$ cat config.mk
export PLATFORM = sky130hd
export DESIGN_NAME = gcc_regs
export DESIGN_NICKNAME = d
export VERILOG_FILES = /design/src/verilog/gcc_pkg.sv /design/src/verilog/gcc_regs.sv
export SDC_FILE = /design/constraint.sdc
export NUM_CORES = 2
export LEC_CHECK = 0
export BUFFER_PORTS_ARGS = -buffer_cell sky130_fd_sc_hd__buf_2
export CAP_MARGIN = 20
export CORE_MARGIN = 2
export CORE_UTILIZATION = 40
export CTS_CLUSTER_DIAMETER = 150
export DETAILED_ROUTE_END_ITERATION = 8
export SYNTH_ARGS = -nofsm -noshare
export SYNTH_HDL_FRONTEND = slang
export SYNTH_SLANG_ARGS = --single-unit
$ cat constraint.sdc
create_clock -name clock -period 14.1 [get_ports clock]
set_clock_uncertainty 0.1 [all_clocks]
set_input_delay 2.115 -clock clock [delete_from_list [all_inputs] [get_ports clock]]
set_output_delay 2.115 -clock clock [all_outputs]
set_load 0.1 [all_outputs]
$ cat src/verilog/gcc_pkg.sv
package gcc_pkg;

    // ----------------------------------------------------------------
    // Register indices (byte address = index * 4)
    // ----------------------------------------------------------------
    localparam logic [7:0] IDX_TEMP_GAIN      = 8'h2C;
    localparam logic [7:0] IDX_TEMP_OFFSET    = 8'h2D;
    localparam logic [7:0] IDX_CONVG_CFG      = 8'h49;
    localparam logic [7:0] IDX_FULL_HIB_STAT  = 8'hB0;
    localparam logic [7:0] IDX_CHARGE_TIME_FILTER_CONFIG        = 8'hB5;
    localparam logic [7:0] IDX_CV_START_CAP   = 8'hB6;
    localparam logic [7:0] IDX_CV_HALF_LIFE   = 8'hB7;
    localparam logic [7:0] IDX_METAL_TEMPCO   = 8'hB8;
    localparam logic [7:0] IDX_CURVATURE      = 8'hB9;
    localparam logic [7:0] IDX_IRQ_STATUS     = 8'hC0;
    localparam logic [7:0] IDX_IRQ_MASK       = 8'hC1;
    localparam logic [7:0] IDX_CONTROL        = 8'hC2;
    localparam logic [7:0] IDX_TEMP_RESULT    = 8'hC3;
    localparam logic [7:0] IDX_LOW_THRESHOLD  = 8'hC4;

    // ----------------------------------------------------------------
    // Field positions
    // ----------------------------------------------------------------
    localparam int CV_LOW_THR_LSB    = 12;
    localparam int CV_LV_OFF_LSB     = 7;
    localparam int CV_SLOPE_LSB      = 3;
    localparam int CV_PER_STEP_LSB   = 0;
    localparam int ST_FULL_BIT       = 5;
    localparam int ST_HIB_BIT        = 1;
    localparam int CTL_CURVE_EN_BIT  = 0;
    localparam int CTL_METAL_EN_BIT  = 1;
    localparam int CTL_OTP_EN_BIT    = 2;
    localparam int IRQ_FULL_SET      = 0;
    localparam int IRQ_FULL_CLR      = 1;
    localparam int IRQ_CV_START      = 2;
    localparam int IRQ_HALF_DONE     = 3;
    localparam int IRQ_BITS          = 4;

    // ----------------------------------------------------------------
    // Reset values and constants
    // ----------------------------------------------------------------
    localparam logic [15:0] RST_TEMP_GAIN     = 16'h4000;
    localparam logic [15:0] RST_ZERO          = 16'h0000;
    localparam logic [15:0] METAL_TEMPCO_DEF  = 16'h20C8;
    localparam logic [15:0] FULL_SET_LEVEL    = 16'h6300;  // 99.0% in 1/256 %
    localparam logic [15:0] FULL_CLR_LEVEL    = 16'h6280;  // 98.5% in 1/256 %
    localparam logic [16:0] CURVE_CENTER      = 17'h01400;
    localparam int          CURVE_DIV_SHIFT   = 18;        // divide by 0x40000
    localparam int          GAIN_DIV_SHIFT    = 14;        // divide by 0x4000
    localparam int          GND_COMP_SHIFT    = 10;
    localparam logic [7:0]  LOW_THR_STEP_PCT  = 8'h02;
    localparam logic [15:0] LV_OFF_STEP_MV    = 16'h0014;
    localparam logic [2:0]  LAST_LEARN_STEP   = 3'h7;
    localparam logic [15:0] HALF_CNT_MAX      = 16'hFFFF;

    // ----------------------------------------------------------------
    // Types
    // ----------------------------------------------------------------
    typedef enum logic [0:0] {
        GCC_CV_IDLE   = 1'b0,
        GCC_CV_TIMING = 1'b1
    } gcc_cv_state_t;

    typedef struct packed {
        logic        hsel;
        logic [31:0] haddr;
        logic [1:0]  htrans;
        logic        hwrite;
        logic [2:0]  hsize;
        logic [31:0] hwdata;
        logic        hready;
    } gcc_ahb_req_t;

    typedef struct packed {
        logic        hreadyout;
        logic        hresp;
        logic [31:0] hrdata;
    } gcc_ahb_rsp_t;

    typedef struct packed {
        logic [15:0] thermistor_input_reading;
        logic [15:0] averaged_current;
        logic [15:0] averaged_cell_voltage;
        logic [15:0] cell_voltage;
        logic [15:0] empty_voltage;
        logic [15:0] low_voltage_threshold;
        logic [15:0] voltage_based_charge_pct;
        logic [15:0] reported_charge_pct;
        logic [2:0]  learn_step_index;
        logic        hibernate_config_bit;
        logic [15:0] mixed_capacity;
        logic        cv_start;
        logic [15:0] cc_current;
        logic        time_tick;
        logic [15:0] stored_metal_tempco;
        logic        tempco_restore;
    } gcc_gauge_in_t;

    typedef struct packed {
        logic [15:0] temperature;
        logic [7:0]  low_capacity_threshold;
        logic [3:0]  slope_shallow_factor;
        logic        cap_bend_active;
        logic        volt_bend_active;
        logic [15:0] volt_bend_num;
        logic [15:0] volt_bend_den;
        logic [15:0] metal_tempco;
    } gcc_gauge_out_t;

endpackage

$ cat src/verilog/gcc_regs.sv
`timescale 1ns/1ps

// Overview of operation
// - Convergence bits 15:12 give a low capacity threshold in 2% steps, 0 to 30%.
// - Below the low voltage threshold, capacity bends by (cell - empty) over the offset.
// - Bits 11:7 give the low voltage offset in 20mV steps, and voltage bending replaces it.
// - Bits 6:3 give the slope shallowing factor in sixteenths below the threshold.
// - Bits 2:0 raise the threshold by field x 1% x (7 - learn step).
// - Full flag sets above 99% voltage charge and clears only below 98.5%.
// - Status bit 1 mirrors the hibernate configuration bit.
// - Time-to-full config bits 2:0 pick the filter rate for the half life.
// - Mixed capacity is captured when constant-voltage charging begins.
// - Half life is the time from constant-voltage start until current drops below half.
// - Metal tempco is restored from its stored copy when restore is enabled.
// - With metal calc on and restore off, the tempco loads 0x20C8.
// - Curvature bits 15:8 compensate ground resistance with battery current.
// - With curvature on, add bits 7:0 x (T-0x1400)^2 / 0x40000, negated below 0x1400.
// - Base temperature is reading x gain / 0x4000 plus twice the offset.
module gcc_regs (
    input  wire logic                    clock,
    input  wire logic                    rst_n,
    input  wire gcc_pkg::gcc_ahb_req_t   ahb_req,
    output gcc_pkg::gcc_ahb_rsp_t        ahb_rsp,
    input  wire gcc_pkg::gcc_gauge_in_t  gauge_in,
    output gcc_pkg::gcc_gauge_out_t      gauge_out,
    output logic                         irq
);

    // ----------------------------------------------------------------
    // State
    // ----------------------------------------------------------------
    typedef struct packed {
        gcc_pkg::gcc_ahb_rsp_t   rsp;
        logic                    dp_write;
        logic [7:0]              dp_index;
        logic [15:0]             temp_gain;
        logic [15:0]             temp_offset;
        logic [15:0]             convg_cfg;
        logic                    full_detect_flag;
        logic [2:0]              charge_time_filter_config;
        logic [15:0]             cv_start_cap;
        logic [15:0]             cv_half_life;
        logic [15:0]             metal_tempco;
        logic [15:0]             curvature;
        logic [2:0]              control;
        logic [3:0]              irq_status;
        logic [3:0]              irq_mask;
        gcc_pkg::gcc_cv_state_t  cv_state;
        logic [15:0]             half_cnt;
        gcc_pkg::gcc_gauge_out_t gout;
        logic                    irq;
    } gcc_state_t;

    gcc_state_t    st_q;
    gcc_state_t    st_d;
    logic [1:0]    rst_sync_q;
    logic          rst_int_n;

    // ----------------------------------------------------------------
    // Reset release
    // ----------------------------------------------------------------
    // Two stages so release is clean against the clock
    always_ff @(posedge clock or negedge rst_n) begin
        if (!rst_n) begin
            rst_sync_q <= 2'h0;
        end else begin
            rst_sync_q <= {rst_sync_q[0], 1'b1};
        end
    end
    assign rst_int_n = rst_sync_q[1];

    // ----------------------------------------------------------------
    // Combinational datapath
    // ----------------------------------------------------------------
    logic signed [31:0] gnd_prod;
    logic signed [15:0] ain_comp;
    logic signed [31:0] gain_prod;
    logic signed [17:0] base_temp;
    logic signed [17:0] curve_diff;
    logic        [35:0] curve_sq;
    logic        [47:0] curve_prod;
    logic        [17:0] curve_term;
    logic signed [17:0] final_temp;
    logic        [7:0]  eff_thr;
    logic        [15:0] lv_off_mv;
    logic               addr_phase;
    logic [15:0]        half_meas;
    logic signed [16:0] half_delta;
    logic [15:0]        rd_val;
    logic [3:0]         irq_set;

    // Temperature chain: ground comp, gain/offset, curvature
    always_comb begin
        gnd_prod   = $signed({8'h00, st_q.curvature[15:8]})
                   * $signed(gauge_in.averaged_current);
        ain_comp   = 16'($signed(gauge_in.thermistor_input_reading)
                   - 16'(gnd_prod >>> gcc_pkg::GND_COMP_SHIFT));
        gain_prod  = ain_comp * $signed(st_q.temp_gain);
        base_temp  = 18'(gain_prod >>> gcc_pkg::GAIN_DIV_SHIFT)
                   + 18'({{2{st_q.temp_offset[15]}}, st_q.temp_offset} <<< 1);
        curve_diff = base_temp - $signed({1'b0, gcc_pkg::CURVE_CENTER});
        curve_sq   = 36'(curve_diff * curve_diff);
        curve_prod = 48'(curve_sq) * 48'(st_q.curvature[7:0]);
        curve_term = 18'(curve_prod >> gcc_pkg::CURVE_DIV_SHIFT);
        if (!st_q.control[gcc_pkg::CTL_CURVE_EN_BIT]) begin
            final_temp = base_temp;
        end else if (curve_diff < 0) begin
            final_temp = base_temp - $signed(curve_term);
        end else begin
            final_temp = base_temp + $signed(curve_term);
        end
    end

    // Threshold and offset scaling
    always_comb begin
        eff_thr   = 8'(st_q.convg_cfg[15:12]) * gcc_pkg::LOW_THR_STEP_PCT
                  + 8'(st_q.convg_cfg[2:0])
                  * 8'(gcc_pkg::LAST_LEARN_STEP - gauge_in.learn_step_index);
        lv_off_mv = 16'(st_q.convg_cfg[11:7]) * gcc_pkg::LV_OFF_STEP_MV;
    end

    // Half-life filter step
    always_comb begin
        half_meas  = st_q.half_cnt;
        half_delta = $signed({1'b0, half_meas}) - $signed({1'b0, st_q.cv_half_life});
    end

    // Read mux for the address phase
    always_comb begin
        rd_val = 16'h0000;
        case (ahb_req.haddr[9:2])
            gcc_pkg::IDX_TEMP_GAIN:     rd_val = st_q.temp_gain;
            gcc_pkg::IDX_TEMP_OFFSET:   rd_val = st_q.temp_offset;
            gcc_pkg::IDX_CONVG_CFG:     rd_val = st_q.convg_cfg;
            gcc_pkg::IDX_FULL_HIB_STAT: begin
                rd_val[gcc_pkg::ST_FULL_BIT] = st_q.full_detect_flag;
                rd_val[gcc_pkg::ST_HIB_BIT]  = gauge_in.hibernate_config_bit;
            end
            gcc_pkg::IDX_CHARGE_TIME_FILTER_CONFIG:       rd_val = {13'h0000, st_q.charge_time_filter_config};
            gcc_pkg::IDX_CV_START_CAP:  rd_val = st_q.cv_start_cap;
            gcc_pkg::IDX_CV_HALF_LIFE:  rd_val = st_q.cv_half_life;
            gcc_pkg::IDX_METAL_TEMPCO:  rd_val = st_q.metal_tempco;
            gcc_pkg::IDX_CURVATURE:     rd_val = st_q.curvature;
            gcc_pkg::IDX_IRQ_STATUS:    rd_val = {12'h000, st_q.irq_status};
            gcc_pkg::IDX_IRQ_MASK:      rd_val = {12'h000, st_q.irq_mask};
            gcc_pkg::IDX_CONTROL:       rd_val = {13'h0000, st_q.control};
            gcc_pkg::IDX_TEMP_RESULT:   rd_val = st_q.gout.temperature;
            gcc_pkg::IDX_LOW_THRESHOLD: rd_val = {8'h00, st_q.gout.low_capacity_threshold};
            default:                    rd_val = 16'h0000;
        endcase
    end

    assign addr_phase = ahb_req.hsel & ahb_req.htrans[1] & ahb_req.hready;

    // ----------------------------------------------------------------
    // Next state
    // ----------------------------------------------------------------
    always_comb begin
        st_d    = st_q;
        irq_set = 4'h0;

        // Bus: zero wait state, always OKAY
        st_d.rsp.hreadyout = 1'b1;
        st_d.rsp.hresp     = 1'b0;
        st_d.dp_write      = addr_phase & ahb_req.hwrite;
        if (addr_phase) begin
            st_d.dp_index = ahb_req.haddr[9:2];
        end
        if (addr_phase && !ahb_req.hwrite) begin
            st_d.rsp.hrdata = {16'h0000, rd_val};
        end

        // Register writes in the data phase
        if (st_q.dp_write) begin
            case (st_q.dp_index)
                gcc_pkg::IDX_TEMP_GAIN:    st_d.temp_gain    = ahb_req.hwdata[15:0];
                gcc_pkg::IDX_TEMP_OFFSET:  st_d.temp_offset  = ahb_req.hwdata[15:0];
                gcc_pkg::IDX_CONVG_CFG:    st_d.convg_cfg    = ahb_req.hwdata[15:0];
                gcc_pkg::IDX_CHARGE_TIME_FILTER_CONFIG:      st_d.charge_time_filter_config      = ahb_req.hwdata[2:0];
                gcc_pkg::IDX_CV_START_CAP: st_d.cv_start_cap = ahb_req.hwdata[15:0];
                gcc_pkg::IDX_CV_HALF_LIFE: st_d.cv_half_life = ahb_req.hwdata[15:0];
                gcc_pkg::IDX_METAL_TEMPCO: st_d.metal_tempco = ahb_req.hwdata[15:0];
                gcc_pkg::IDX_CURVATURE:    st_d.curvature    = ahb_req.hwdata[15:0];
                gcc_pkg::IDX_IRQ_MASK:     st_d.irq_mask     = ahb_req.hwdata[3:0];
                gcc_pkg::IDX_CONTROL:      st_d.control      = ahb_req.hwdata[2:0];
                default:                   st_d.control      = st_q.control;
            endcase
        end

        // Full detect with hysteresis
        if (!st_q.full_detect_flag
            && gauge_in.voltage_based_charge_pct > gcc_pkg::FULL_SET_LEVEL) begin
            st_d.full_detect_flag = 1'b1;
            irq_set[gcc_pkg::IRQ_FULL_SET] = 1'b1;
        end else if (st_q.full_detect_flag
            && gauge_in.voltage_based_charge_pct < gcc_pkg::FULL_CLR_LEVEL) begin
            st_d.full_detect_flag = 1'b0;
            irq_set[gcc_pkg::IRQ_FULL_CLR] = 1'b1;
        end

        // Constant-voltage phase tracking
        case (st_q.cv_state)
            gcc_pkg::GCC_CV_IDLE: begin
                if (gauge_in.cv_start) begin
                    st_d.cv_start_cap = gauge_in.mixed_capacity;
                    st_d.half_cnt     = 16'h0000;
                    st_d.cv_state     = gcc_pkg::GCC_CV_TIMING;
                    irq_set[gcc_pkg::IRQ_CV_START] = 1'b1;
                end
            end
            gcc_pkg::GCC_CV_TIMING: begin
                if (gauge_in.averaged_current < (gauge_in.cc_current >> 1)) begin
                    // Filtered update: new = old + (meas - old) >> rate
                    st_d.cv_half_life = 16'($signed({1'b0, st_q.cv_half_life})
                                      + (half_delta >>> st_q.charge_time_filter_config));
                    st_d.cv_state     = gcc_pkg::GCC_CV_IDLE;
                    irq_set[gcc_pkg::IRQ_HALF_DONE] = 1'b1;
                end else if (gauge_in.time_tick
                             && st_q.half_cnt != gcc_pkg::HALF_CNT_MAX) begin
                    st_d.half_cnt = st_q.half_cnt + 16'h0001;
                end
            end
            default: begin
                st_d.cv_state = gcc_pkg::GCC_CV_IDLE;
            end
        endcase

        // Tempco restore or copper default
        if (gauge_in.tempco_restore) begin
            if (st_q.control[gcc_pkg::CTL_OTP_EN_BIT]) begin
                st_d.metal_tempco = gauge_in.stored_metal_tempco;
            end else if (st_q.control[gcc_pkg::CTL_METAL_EN_BIT]) begin
                st_d.metal_tempco = gcc_pkg::METAL_TEMPCO_DEF;
            end
        end

        // Sticky status: read clears, a new event wins
        if (addr_phase && !ahb_req.hwrite
            && ahb_req.haddr[9:2] == gcc_pkg::IDX_IRQ_STATUS) begin
            st_d.irq_status = irq_set;
        end else begin
            st_d.irq_status = st_q.irq_status | irq_set;
        end
        st_d.irq = |(st_d.irq_status & st_d.irq_mask);

        // Gauge-facing outputs
        st_d.gout.temperature            = 16'(final_temp);
        st_d.gout.low_capacity_threshold = eff_thr;
        st_d.gout.slope_shallow_factor   = st_q.convg_cfg[6:3];
        st_d.gout.volt_bend_active       = gauge_in.averaged_cell_voltage
                                         < gauge_in.low_voltage_threshold;
        st_d.gout.cap_bend_active        = !st_d.gout.volt_bend_active
                                         && gauge_in.reported_charge_pct[15:8] < eff_thr;
        st_d.gout.volt_bend_num          = gauge_in.cell_voltage
                                         - gauge_in.empty_voltage;
        st_d.gout.volt_bend_den          = lv_off_mv;
        st_d.gout.metal_tempco           = st_q.metal_tempco;
    end

    // ----------------------------------------------------------------
    // State register
    // ----------------------------------------------------------------
    always_ff @(posedge clock or negedge rst_int_n) begin
        if (!rst_int_n) begin
            st_q               <= '0;
            st_q.rsp.hreadyout <= 1'b1;
            st_q.temp_gain     <= gcc_pkg::RST_TEMP_GAIN;
            st_q.temp_offset   <= gcc_pkg::RST_ZERO;
            st_q.cv_state      <= gcc_pkg::GCC_CV_IDLE;
        end else begin
            st_q <= st_d;
        end
    end

    assign ahb_rsp   = st_q.rsp;
    assign gauge_out = st_q.gout;
    assign irq       = st_q.irq;

endmodule
==> run_results.csv <==
group,metric,value,unit
outcome,outcome,"complete, but fails checks",
outcome,violations,"setup timing",
sta,max_freq,39.0,MHz
yosys,synth_cell_types,86,
layout,num-fill-cells,11100,
yosys,synthDominantAreaCellType,"fa_1",
yosys,synth_edf_count,0,
route,num_vias,38300,
sta,rsz0062_at_grt,"true",
die,start_util,0.403,
setup_path,arrival,26060,ps
clocking,clockBufferDepth,3,
route,wl,141000,microns
yosys,synth_common_cells,"inv_1 (1109), fa_1 (810), nand2_1 (548)",
yosys,synthArstFlopShare,1.00,
yosys,synth.area.top_cells,"fa_1 (34%), dfrtp_1 (13%), ha_1 (11%), inv_1 (8.8%), nand2_1 (4.3%)",
sta,period_minus_slack,25650,ps
setup_path,start_kind,"input port",
clocking,clkTransAtPathRegs,70,ps
route,vias_per_cell,5.01,
route,ant_nets,0,
sta,tightest_slew,1110,ps
yosys,yosysMostFrequentCell,"inv_1",
route,drc,0,
placement,post-dp-hpwl,119000,microns
sta,drv_slew,0,
global_route,antenna_found_initial,15,
yosys,syn_area_per_cell,9.07,sq um
yosys,netlist.area_leader.share,0.341,
yosys,synth_ff_type,"dfrtp_1",
die,die_w,349,microns
sta,whs,246,ps
sta,fin_ws,-11550,ps
global_route,grt.total_usage,0.236,
route,wl_per_cell,18.5,microns
clocking,h-tree-depth,1,
die,ioPinCount,370,
sta,finalSetupViolCount,16,
clocking,cts-buffers-inserted,29,
sta,hold_viol,0,
clocking,cts_root_buf,"clkbuf_16",
yosys,syn-instance-count,5236,
yosys,seq_area_frac_synth,0.127,
setup_path,startpoint,"gauge_in[155]",
global_route,grt_max_degree,72,
setup_path,crit_slowest_cell,"fa_1",
layout,layout-drive-gt1-share,0.241,
setup_path,end_kind,"flip-flop",
layout,area_delta_synth_final,22.2,%
layout,fin_nets,7546,
sta,min_period_over_period,1.82,
route,drt_iter0_drc,2467,
die,placementRows,126,
placement,io_buffers,289,
sta,relSlewSlack,0.259,
global_route,grt_pass1_vias,40600,
hold_path,hold_class,"flip-flop to asynchronous set/reset pin",
clocking,clkLatencyLatePin,610,ps
global_route,overflow,0,
yosys,synth-seq-cells,241,
setup_path,path_class,"input port to flip-flop",
setup_path,timing.rr.start,"st_q[115]",
die,dieArea,121000,sq um
route,first_pass_iters,5,
job,drv_cap,0,
die,coreArea,118000,sq um
die,die-height,349,microns
setup_path,crit_path_frequent_cell,"fa_1",
global_route,grt_pass1_wl,225000,microns
clocking,cts_tree,"built",
placement,place.gp.congestion,0.924,
clocking,hold_buffers,0,
setup_path,critPathMaxStageDelay,540,ps
setup_path,crit_fanout,5,
clocking,clock-sinks,241,
yosys,synthesis.area,47500,sq um
setup_path,cp.required,14510,ps
yosys,yosysWarnings,0,
cell families (layout without fill, tap and decap cells):
kind of cell    after synthesis  in the layout  share of synthesized area
other cells                   2             33                   0.000158
compound gates              634            634                     0.0865
xor+xnor                    220            221                     0.0422
buf+inv                    1400           2228                      0.120
simple gates               1336           1336                      0.134
fa+ha+maj                  1220           1220                      0.449
mux                         183            183                     0.0417
flops                       241            241                      0.127
layout make-up:
cell class | instances | area, sq um | share of cell area
diodes | 5 | 12.5 | 0.000216
clock buffers | 37 | 796 | 0.0137
clock inverters | 14 | 206 | 0.00356
inverters | 1120 | 4210 | 0.0725
multi-input cells | 3622 | 37400 | 0.644
flip-flops and latches | 241 | 6040 | 0.104
well taps | 1536 | 1920 | 0.0331
repair buffers | 1057 | 7460 | 0.129
layout by cell type (no fill, tap or decap), types with 53 or more instances in the layout:
master and n:
fa_1 804, buf_4 744, xor2_1 53, nor2b_1 53, ha_1 386, dfrtp_1 238, mux2i_1 74, inv_1 1099
buf_2 285, mux2_2 105, and2_1 271, nor2_1 235, a21o_1 96, xnor2_1 123, a21oi_1 121, nand2_1 530
o21ai_0 128
metrics by stage:
stage | cells | setup WS (ps) | cell area (sq um) | utilization | setup TNS, ps
floorplan | 5262 | -11710 | 48100 | - | -165810
global placement | 7514 | -13150 | 55400 | 0.470 | -192670
detailed placement | 7514 | -13520 | 55400 | 0.470 | -197580
CTS | 7606 | -11590 | 57300 | 0.486 | -169620
global route | 7627 | -12710 | 58000 | 0.492 | -185380
finish | 7632 | -11550 | 58000 | 0.492 | -167880
layer usage:
layer | global-route usage | wire [microns]
met2 | 0.410 | 69700
met3 | 0.0208 | 7600
met1 | 0.315 | 59600
met4 | 0.0640 | 4180
met5 | 0 | 80
registers in the layout (all words and copies together), names as in the netlist:
| register | cells |
|---|---|
| gauge_out | 69 |
| rst_sync_q | 2 |
| st_d | 20 |
| ahb_rsp | 16 |
| irq | 1 |
| st_q | 117 |
| half_meas | 16 |
final timing paths:
check                                     end  slack [ps]  cells past startpoint
worst min register to register  gauge_out[46]         250                      0
worst max-delay path            gauge_out[77]      -11550                    118
worst max register to register  gauge_out[77]      -10560                    116
worst min-delay path            gauge_out[46]         250                      0
max in group asynchronous         ahb_rsp[13]       11340                      2
min in group clock              rst_sync_q[1]         250                      0
worst max-delay path, delay by kind of cell:
family	cells	cell delay (ps)
and+or+nand+nor	25	2910
xor gates and xnor gates	11	1870
muxes	2	690
buffers and inverters	19	1590
adders and majority gates	27	11400
AOI/OAI and AO/OA	34	5420
timing repair:
item                       in CTS  in global routing
pin swaps                     117                 93
gates cloned                    1                  0
setup endpoints to repair      16                 16
gates resized for setup       118                116
setup buffers                  40                 22
Power is not shown: default switching activity piles up to over one toggle a cycle in this logic, so the estimate is an artifact.
